$ cat config.mk
export PLATFORM = sky130hd
export DESIGN_NAME = mid_decoder
export DESIGN_NICKNAME = d
export VERILOG_FILES = /design/src/design/mid_cycle_timer.v /design/src/design/mid_decoder.v
export VERILOG_INCLUDE_DIRS = /design/src /design/src/design
export SDC_FILE = /design/constraint.sdc
export NUM_CORES = 1
export LEC_CHECK = 0
export BUFFER_PORTS_ARGS = -buffer_cell sky130_fd_sc_hd__buf_4
export CORE_UTILIZATION = 32
export CTS_BUF_LIST = sky130_fd_sc_hd__clkbuf_8 sky130_fd_sc_hd__clkbuf_16
export DETAILED_ROUTE_END_ITERATION = 8
export SYNTH_ARGS = -nofsm -noshare
export SYNTH_HDL_FRONTEND = slang
export SYNTH_SLANG_ARGS = --single-unit
$ cat constraint.sdc
create_clock -name ref_clk -period 5.1 [get_ports ref_clk]
set_clock_uncertainty 0.15 [all_clocks]
set_input_delay 0.255 -clock ref_clk [delete_from_list [all_inputs] [get_ports ref_clk]]
set_output_delay 0.255 -clock ref_clk [all_outputs]
set_load 0.01 [all_outputs]
$ cat src/design/mid_defs.vh
// constants for the instruction decoder: register port offsets,
// configuration fields, cycle counts, operation codes and flag positions.
// assumes inclusion by bare name from the design files.
`ifndef MID_DEFS_VH
`define MID_DEFS_VH

// ************************************************************
// register port
// ************************************************************
`define MID_CFG_ADDR   4'h0
`define MID_STAT_ADDR  4'h1
`define MID_WORD_ADDR  4'h2
`define MID_CFG_RST    13'h0000
`define MID_CFG_CLKS   10
`define MID_RD_ZERO    16'h0000

// ************************************************************
// instruction word and cycle timing
// ************************************************************
`define MID_IW         13
`define MID_TC_TWO     2'h1
`define MID_TC_FOUR    2'h3
`define MID_PC_REG     6'h02

// ************************************************************
// flag mask positions
// ************************************************************
`define MID_FZ   0
`define MID_FC   1
`define MID_FDC  2
`define MID_FT   3
`define MID_FP   4

// ************************************************************
// operation codes
// ************************************************************
`define MID_OP_NOP    6'h00
`define MID_OP_DAA    6'h01
`define MID_OP_CTLW   6'h02
`define MID_OP_SLEEP  6'h03
`define MID_OP_CLEAR_WATCHDOG   6'h04
`define MID_OP_IOW    6'h05
`define MID_OP_ENI    6'h06
`define MID_OP_INTERRUPT_DISABLE_OP   6'h07
`define MID_OP_RET    6'h08
`define MID_OP_RETURN_ENABLE_IRQ   6'h09
`define MID_OP_CTLR   6'h0A
`define MID_OP_IOR    6'h0B
`define MID_OP_TBL    6'h0C
`define MID_OP_MOVRA  6'h0D
`define MID_OP_CLR    6'h0E
`define MID_OP_SUB    6'h0F
`define MID_OP_DEC    6'h10
`define MID_OP_OR     6'h11
`define MID_OP_AND    6'h12
`define MID_OP_XOR    6'h13
`define MID_OP_ADD    6'h14
`define MID_OP_MOV    6'h15
`define MID_OP_COM    6'h16
`define MID_OP_INC    6'h17
`define MID_OP_DJZ    6'h18
`define MID_OP_RRC    6'h19
`define MID_OP_RLC    6'h1A
`define MID_OP_SWAP   6'h1B
`define MID_OP_JZ     6'h1C
`define MID_OP_BC     6'h1D
`define MID_OP_BS     6'h1E
`define MID_OP_JBC    6'h1F
`define MID_OP_JBS    6'h20
`define MID_OP_CALL   6'h21
`define MID_OP_JMP    6'h22
`define MID_OP_MOVK   6'h23
`define MID_OP_ORK    6'h24
`define MID_OP_ANDK   6'h25
`define MID_OP_XORK   6'h26
`define MID_OP_RETL   6'h27
`define MID_OP_SUBK   6'h28
`define MID_OP_INT    6'h29
`define MID_OP_ADDK   6'h2A

`endif

$ cat src/design/mid_cycle_timer.v
// instruction cycle timer: one pulse per instruction cycle.
// assumes ref_clk is the oscillator and four_clk is a same-clock level.
`timescale 1ns/10ps
`default_nettype none
`include "mid_defs.vh"

module mid_cycle_timer (
   input  wire       ref_clk,
   input  wire       rstn,
   input  wire       four_clk,
   input  wire       run,
   output reg        cyc_end
);

   reg  [1:0] cnt_reg;
   wire [1:0] term;

   assign term = four_clk ? `MID_TC_FOUR : `MID_TC_TWO;

   // ************************************************************
   // oscillator period counter
   // ************************************************************
   // a length change takes effect at once, mid cycle: the running count is compared against the new terminal count
   always @(posedge ref_clk) begin
      if (!rstn) begin
         cnt_reg <= 2'h0;
         cyc_end <= 1'b0;
      end else if (!run) begin
         cnt_reg <= 2'h0;
         cyc_end <= 1'b0;
      end else if (cnt_reg >= term) begin
         cnt_reg <= 2'h0;
         cyc_end <= 1'b1;
      end else begin
         cnt_reg <= cnt_reg + 2'h1;
         cyc_end <= 1'b0;
      end
   end

endmodule
`default_nettype wire

$ cat src/design/mid_decoder.v
// instruction decoder with cycle timing and a small register port.
// assumes program memory on ref_clk presents a word for each fetch,
// and an asynchronous wake pin that ends sleep.
`timescale 1ns/10ps
`default_nettype none
`include "mid_defs.vh"

module mid_decoder (
   input  wire        ref_clk,
   input  wire        rstn,
   input  wire [12:0] instr_word,
   input  wire        instr_valid,
   input  wire        wake_pin,
   input  wire [3:0]  sw_addr,
   input  wire [15:0] sw_wdata,
   input  wire        sw_wr,
   input  wire        sw_rd,
   output reg  [15:0] sw_rdata,
   output reg         fetch_req,
   output reg         exec_strobe,
   output reg  [5:0]  op_code,
   output reg         dest_is_reg,
   output reg  [5:0]  reg_addr,
   output reg  [2:0]  bit_sel,
   output reg  [3:0]  io_addr,
   output reg  [7:0]  lit8,
   output reg  [9:0]  lit10,
   output reg  [4:0]  flag_mask,
   output reg         pd_flag_val,
   output reg         wdt_clear,
   output reg         stack_push,
   output reg         stack_pop,
   output reg         two_cycle,
   output reg         irq_enable,
   output reg         osc_stop
);

   // ************************************************************
   // state and wires
   // ************************************************************
   reg  [12:0] cfg_reg;
   reg  [12:0] word_reg;
   reg         wake_s1_reg;
   reg         wake_s2_reg;
   reg         stall_reg;
   reg  [5:0]  op_next;
   reg         dst_next;
   reg  [4:0]  flg_next;
   reg         pcw_next;
   wire        cyc_end;
   wire        take;
   wire [12:0] w;

   assign w    = instr_word;
   assign take = cyc_end & ~stall_reg & instr_valid;

   // ************************************************************
   // instruction cycle timer
   // ************************************************************
   mid_cycle_timer u_timer (
      .ref_clk  (ref_clk),
      .rstn     (rstn),
      .four_clk (cfg_reg[`MID_CFG_CLKS]),
      .run      (~osc_stop),
      .cyc_end  (cyc_end)
   );

   // ************************************************************
   // decode
   // ************************************************************
   always @* begin
      op_next  = `MID_OP_NOP;
      dst_next = 1'b0;
      flg_next = 5'h00;
      if (!w[12]) begin
         if (w[11:8] == 4'h0) begin
            if (w[7:5] == 3'h0) begin
               // fixed codes are listed first so they win
               case (w[4:0])
                  5'h00: begin
                     op_next = `MID_OP_NOP;
                  end
                  5'h01: begin
                     op_next = `MID_OP_DAA;
                     flg_next[`MID_FC] = 1'b1;
                  end
                  5'h02: begin
                     op_next = `MID_OP_CTLW;
                  end
                  5'h03: begin
                     op_next = `MID_OP_SLEEP;
                     flg_next[`MID_FT] = 1'b1;
                     flg_next[`MID_FP] = 1'b1;
                  end
                  5'h04: begin
                     op_next = `MID_OP_CLEAR_WATCHDOG;
                     flg_next[`MID_FT] = 1'b1;
                     flg_next[`MID_FP] = 1'b1;
                  end
                  5'h10: begin
                     op_next = `MID_OP_ENI;
                  end
                  5'h11: begin
                     op_next = `MID_OP_INTERRUPT_DISABLE_OP;
                  end
                  5'h12: begin
                     op_next = `MID_OP_RET;
                  end
                  5'h13: begin
                     op_next = `MID_OP_RETURN_ENABLE_IRQ;
                  end
                  5'h14: begin
                     op_next = `MID_OP_CTLR;
                  end
                  default: begin
                     if (!w[4]) begin
                        op_next = `MID_OP_IOW;
                     end else begin
                        op_next = `MID_OP_IOR;
                     end
                  end
               endcase
            end else if (w[7:0] == 8'h20) begin
               op_next  = `MID_OP_TBL;
               flg_next = 5'h07;
            end else if (w[7:6] == 2'h1) begin
               op_next  = `MID_OP_MOVRA;
               dst_next = 1'b1;
            end else if (w[7:6] == 2'h2) begin
               op_next  = `MID_OP_CLR;
               flg_next[`MID_FZ] = 1'b1;
            end else if (w[7:6] == 2'h3) begin
               op_next  = `MID_OP_CLR;
               dst_next = 1'b1;
               flg_next[`MID_FZ] = 1'b1;
            end
         end else if (!w[11]) begin
            // row and bit 7 pick the operation, bit 6 the destination
            dst_next = w[6];
            case ({w[10:8], w[7]})
               4'h2: begin
                  op_next  = `MID_OP_SUB;
                  flg_next = 5'h07;
               end
               4'h3: begin
                  op_next  = `MID_OP_DEC;
                  flg_next = 5'h01;
               end
               4'h4: begin
                  op_next  = `MID_OP_OR;
                  flg_next = 5'h01;
               end
               4'h5: begin
                  op_next  = `MID_OP_AND;
                  flg_next = 5'h01;
               end
               4'h6: begin
                  op_next  = `MID_OP_XOR;
                  flg_next = 5'h01;
               end
               4'h7: begin
                  op_next  = `MID_OP_ADD;
                  flg_next = 5'h07;
               end
               4'h8: begin
                  op_next  = `MID_OP_MOV;
                  flg_next = 5'h01;
               end
               4'h9: begin
                  op_next  = `MID_OP_COM;
                  flg_next = 5'h01;
               end
               4'hA: begin
                  op_next  = `MID_OP_INC;
                  flg_next = 5'h01;
               end
               4'hB: begin
                  op_next  = `MID_OP_DJZ;
               end
               4'hC: begin
                  op_next  = `MID_OP_RRC;
                  flg_next = 5'h02;
               end
               4'hD: begin
                  op_next  = `MID_OP_RLC;
                  flg_next = 5'h02;
               end
               4'hE: begin
                  op_next  = `MID_OP_SWAP;
               end
               default: begin
                  op_next  = `MID_OP_JZ;
               end
            endcase
         end else begin
            case (w[10:9])
               2'h0: begin
                  op_next  = `MID_OP_BC;
                  dst_next = 1'b1;
               end
               2'h1: begin
                  op_next  = `MID_OP_BS;
                  dst_next = 1'b1;
               end
               2'h2: begin
                  op_next  = `MID_OP_JBC;
               end
               default: begin
                  op_next  = `MID_OP_JBS;
               end
            endcase
         end
      end else if (!w[11]) begin
         if (w[10]) begin
            op_next = `MID_OP_JMP;
         end else begin
            op_next = `MID_OP_CALL;
         end
      end else begin
         case (w[10:8])
            3'h0: begin
               op_next  = `MID_OP_MOVK;
            end
            3'h1: begin
               op_next  = `MID_OP_ORK;
               flg_next = 5'h01;
            end
            3'h2: begin
               op_next  = `MID_OP_ANDK;
               flg_next = 5'h01;
            end
            3'h3: begin
               op_next  = `MID_OP_XORK;
               flg_next = 5'h01;
            end
            3'h4: begin
               op_next  = `MID_OP_RETL;
            end
            3'h5: begin
               op_next  = `MID_OP_SUBK;
               flg_next = 5'h07;
            end
            3'h6: begin
               if (w[7:0] == 8'h01) begin
                  op_next = `MID_OP_INT;
               end
            end
            default: begin
               op_next  = `MID_OP_ADDK;
               flg_next = 5'h07;
            end
         endcase
      end
      // a register write landing on the program counter costs a cycle
      pcw_next = (dst_next & (w[5:0] == `MID_PC_REG))
               | (op_next == `MID_OP_TBL);
   end

   // ************************************************************
   // wake pin synchroniser
   // ************************************************************
   always @(posedge ref_clk) begin
      if (!rstn) begin
         wake_s1_reg <= 1'b0;
         wake_s2_reg <= 1'b0;
      end else begin
         wake_s1_reg <= wake_pin;
         wake_s2_reg <= wake_s1_reg;
      end
   end

   // ************************************************************
   // decoded outputs, one set per instruction cycle that takes a word
   // ************************************************************
   always @(posedge ref_clk) begin
      if (!rstn) begin
         exec_strobe <= 1'b0;
         op_code     <= `MID_OP_NOP;
         dest_is_reg <= 1'b0;
         reg_addr    <= 6'h00;
         bit_sel     <= 3'h0;
         io_addr     <= 4'h0;
         lit8        <= 8'h00;
         lit10       <= 10'h000;
         flag_mask   <= 5'h00;
         two_cycle   <= 1'b0;
         word_reg    <= 13'h0000;
         stall_reg   <= 1'b0;
      end else begin
         exec_strobe <= take;
         if (take) begin
            op_code     <= op_next;
            dest_is_reg <= dst_next;
            reg_addr    <= w[5:0];
            bit_sel     <= w[8:6];
            io_addr     <= w[3:0];
            lit8        <= w[7:0];
            lit10       <= w[9:0];
            flag_mask   <= flg_next;
            two_cycle   <= pcw_next;
            word_reg    <= w;
            stall_reg   <= pcw_next;
         end else if (cyc_end) begin
            // the stall cycle executes nothing and fetches nothing
            stall_reg <= 1'b0;
         end
      end
   end

   // ************************************************************
   // side effects: fetch, watchdog, stack, interrupts, sleep
   // ************************************************************
   always @(posedge ref_clk) begin
      if (!rstn) begin
         fetch_req   <= 1'b0;
         wdt_clear   <= 1'b0;
         pd_flag_val <= 1'b1;
         stack_push  <= 1'b0;
         stack_pop   <= 1'b0;
         irq_enable  <= 1'b0;
         osc_stop    <= 1'b0;
      end else begin
         fetch_req  <= take;
         wdt_clear  <= take & ((op_next == `MID_OP_SLEEP)
                     | (op_next == `MID_OP_CLEAR_WATCHDOG));
         stack_push <= take & ((op_next == `MID_OP_CALL)
                     | (op_next == `MID_OP_INT));
         stack_pop  <= take & ((op_next == `MID_OP_RET)
                     | (op_next == `MID_OP_RETURN_ENABLE_IRQ)
                     | (op_next == `MID_OP_RETL));
         if (take && op_next == `MID_OP_SLEEP) begin
            pd_flag_val <= 1'b0;
         end else if (take && op_next == `MID_OP_CLEAR_WATCHDOG) begin
            pd_flag_val <= 1'b1;
         end
         if (take && (op_next == `MID_OP_ENI
                   || op_next == `MID_OP_RETURN_ENABLE_IRQ)) begin
            irq_enable <= 1'b1;
         end else if (take && op_next == `MID_OP_INTERRUPT_DISABLE_OP) begin
            irq_enable <= 1'b0;
         end
         // wake is a level; a pin held high makes sleep a one-cycle pause
         if (take && op_next == `MID_OP_SLEEP) begin
            osc_stop <= 1'b1;
         end else if (wake_s2_reg) begin
            osc_stop <= 1'b0;
         end
      end
   end

   // ************************************************************
   // register port
   // ************************************************************
   always @(posedge ref_clk) begin
      if (!rstn) begin
         cfg_reg  <= `MID_CFG_RST;
         sw_rdata <= `MID_RD_ZERO;
      end else begin
         if (sw_wr && sw_addr == `MID_CFG_ADDR) begin
            cfg_reg <= sw_wdata[12:0];
         end
         if (!sw_rd) begin
            sw_rdata <= `MID_RD_ZERO;
         end else if (sw_addr == `MID_CFG_ADDR) begin
            sw_rdata <= {3'h0, cfg_reg};
         end else if (sw_addr == `MID_STAT_ADDR) begin
            sw_rdata <= {7'h00, irq_enable, osc_stop, stall_reg, op_code};
         end else if (sw_addr == `MID_WORD_ADDR) begin
            sw_rdata <= {3'h0, word_reg};
         end else begin
            sw_rdata <= `MID_RD_ZERO;
         end
      end
   end

endmodule
`default_nettype wire

==> results.md <==
* Worst R2R Start: u_timer.cyc_end
* Pwr Density at 276 mW/mm^2
* N_diodes at 0
* Post-synth cell types at 58
* Final worst-path cycle share at a little over half
* Vias in the first global route at 3244
* Worst skew pair latency at around 0.34 ns
* Post-DR wirelength/cell at between 15 and 20 um
* Layout cells sized above 1 at 25.1%
* Flop2flop setup slack at 3.34 ns
* Mapped Area at 0.00352 mm^2
* Final WL at 9.91 mm
* Final max-slew violation count at 0
* CP Data Required Time at 5.19 ns
* TritonCTS clock tree: built
* Hold Crit Start: sw_wdata[6]
* Chip Height at around 110 um
* Initial DRC count at 169
* Most frequent cells in the layout: buf_4 (103), nand2_1 (72), dfxtp_1 (64)
* Die Area at 0.0114 mm^2
* Post-route setup TNS at 0 ns
* Initial Util at 33.5%
* Hold Vio Cnt, Final at 0
* Max Fclk at 361 MHz
* Final ANT Viol Nets at 0
* Worst hold margin at 0.0117 ns
* Hold WC Path Type: in -> reg
* Sequential area share after synthesis at 36.4%
* Root Driver: clkbuf_8
* Seq cells post-synth at 64
* RR Endpoint: osc_stop
* Die width at 107 um
* Worst-path clk slew at 0.08 ns
* Core area at 0.0105 mm^2
* RD Place Congestion at 0.841
* Initial antenna violation count at 0
* Post-CTS sizing at 0
* Commonest non-fill, non-tap cell in the layout: buf_4
* Status: complete, no violations
* Half-perimeter wire length after detailed placement at 7.40 mm
* P&R area growth vs syn at 22.5%
* Vias per cell at 5.20
* Setup violations, final at 0
* R2r worst-path depth at 7
* # rows at 37
* # IOs at 107
* Yosys warnings at 0
* Overall power at between 0.001 and 0.0015 W
* FFs w/ async S/R, synth at 0%
* Nets@finish at 554
* Tightest Pin Transition at 1.08 ns
* CP arrival at 2.86 ns
* VDD IR max at 0.000117 V
* Num Clock Sinks at 64
* Input/output buffers at 100
* # DRC at 0
* Synth Area per Inst at approximately 7.8 um^2
* Largest net degree at the start of global routing at 29
* Max Root-Sink Buffers at 2
* P_leak at 1.77 nW
* Htree depth at 3
* Post-Synthesis Cells at 451
* Grt ovf at 0
* Dominant synthesized flop cell: dfxtp_1
* Vias at 3375
* Tmin final at 2.77 ns
* Slew margin rel. at 27.3%
* Post-synth EDFFs at 0
* RSZ-0062 raised after global routing: false
* Hold Path End: cfg_reg[6]
* Worst setup SP type: input pin
* WS Path Type: in -> reg
* Core Util, Final at between 40% and 50%
* CP endpoint kind: register
* First-pass GRT wire length at 16.1 mm
* Max-cap violations at 0
* Drt pass-1 iters at 4
* GRT Util Overall at 18.0%
* CTS Buf Count at 9
* Hold Path Stages at 3
* Critical path fanouts, max at 15
## report_power, final
part	total [W]	internal, W	switching (W)
sequential	0.000518	0.000510	0.00000823
combinational	0.000172	0.0000720	0.000100
clock	0.000500	0.000291	0.000209
total	0.00119	0.000873	0.000318
## what timing repair did
action / CTS / global route
setup buffers: 0 / 0
hold buffers: 6 / 0
hold endpoints to repair: 6 / 0
## area by class of cell
cell class / count / area [um^2]
flip-flops and latches: 64 / 1280
multi-input cells: 312 / 1750
well taps: 136 / 170
clock inverters: 6 / 91.3
clock buffers: 10 / 138
inverters: 12 / 45.0
repair buffers: 109 / 833
fillers: 1075 / 6200
## metal layers
metal  up-vias  wire length [um]  track usage (%)
met5         -                 0                0
met4         0               142             7.05
met3        12               512             2.98
met2       108              4810             29.7
met1      1598              4450             23.3
li1       1657                 -                -
## synthesized netlist by cell type (all sizes together), types with 2 or more instances
master / n / area, um^2
o41ai: 2 / 17.5
and3: 3 / 20.0
o31ai: 3 / 22.5
o21a: 3 / 22.5
nand3: 5 / 25.0
mux2i: 3 / 30.0
or2: 3 / 18.8
or4: 2 / 15.0
nand2: 72 / 270
a21oi: 40 / 200
or3: 2 / 12.5
nor4: 7 / 50.1
and2: 5 / 31.3
clkbuf: 20 / 115
a211oi: 5 / 37.5
o21ai: 13 / 65.1
nand2b: 14 / 87.6
or4b: 2 / 20.0
nor3: 23 / 115
nand4: 6 / 37.5
buf: 45 / 334
nor3b: 3 / 22.5
nor2b: 2 / 12.5
a211o: 2 / 17.5
a31oi: 6 / 37.5
nor2: 41 / 154
a32oi: 5 / 43.8
o211ai: 2 / 15.0
o2bb2ai: 2 / 17.5
inv: 12 / 45.0
ha: 7 / 87.6
dfxtp: 64 / 1280
a22oi: 10 / 75.1
o22ai: 2 / 12.5
## worst max-delay path by stage
stage	start	to	slack [ns]	cells after the start
floorplan	instr_word[9]	osc_stop	2.21	11
global placement	instr_word[9]	osc_stop	2.04	10
detailed placement	instr_word[9]	osc_stop	1.99	10
CTS	instr_word[9]	osc_stop	2.35	10
global route	instr_word[9]	two_cycle	2.03	10
finish	instr_word[9]	stack_push	2.33	10
## metrics by stage
step	std cells	setup slack (ns)	area, um^2
final	649	2.33	4310
after global routing	649	2.03	4310
after CTS	649	2.35	4310
after detailed placement	627	1.99	4020
after global placement	627	2.04	4020
after floorplan	453	2.21	3520
## worst max-delay path: stages
cell and delay, ns:
buf_4 0.17, inv_1 0.14, ha_1 0.33, or2_0 0.26, mux4_2 0.52, a211o_1 0.27
a221o_1 0.44, nor2_1 0.20, nand2_1 0.07, nor3_1 0.20
## kinds of logic (layout without fill, tap and decap cells)
group | after synthesis | in the layout | share of synthesized area [%]
and+or+nand+nor | 192 | 192 | 25.9
AOI/OAI and AO/OA | 104 | 104 | 19.0
buffers and inverters | 77 | 137 | 14.1
DFF | 64 | 64 | 36.4
adders and majority gates | 7 | 7 | 2.49
muxes | 5 | 5 | 1.81
other | 1 | 3 | 0.107
xor gates and xnor gates | 1 | 1 | 0.249
No activity file was read; power rests on OpenSTA's default activity.
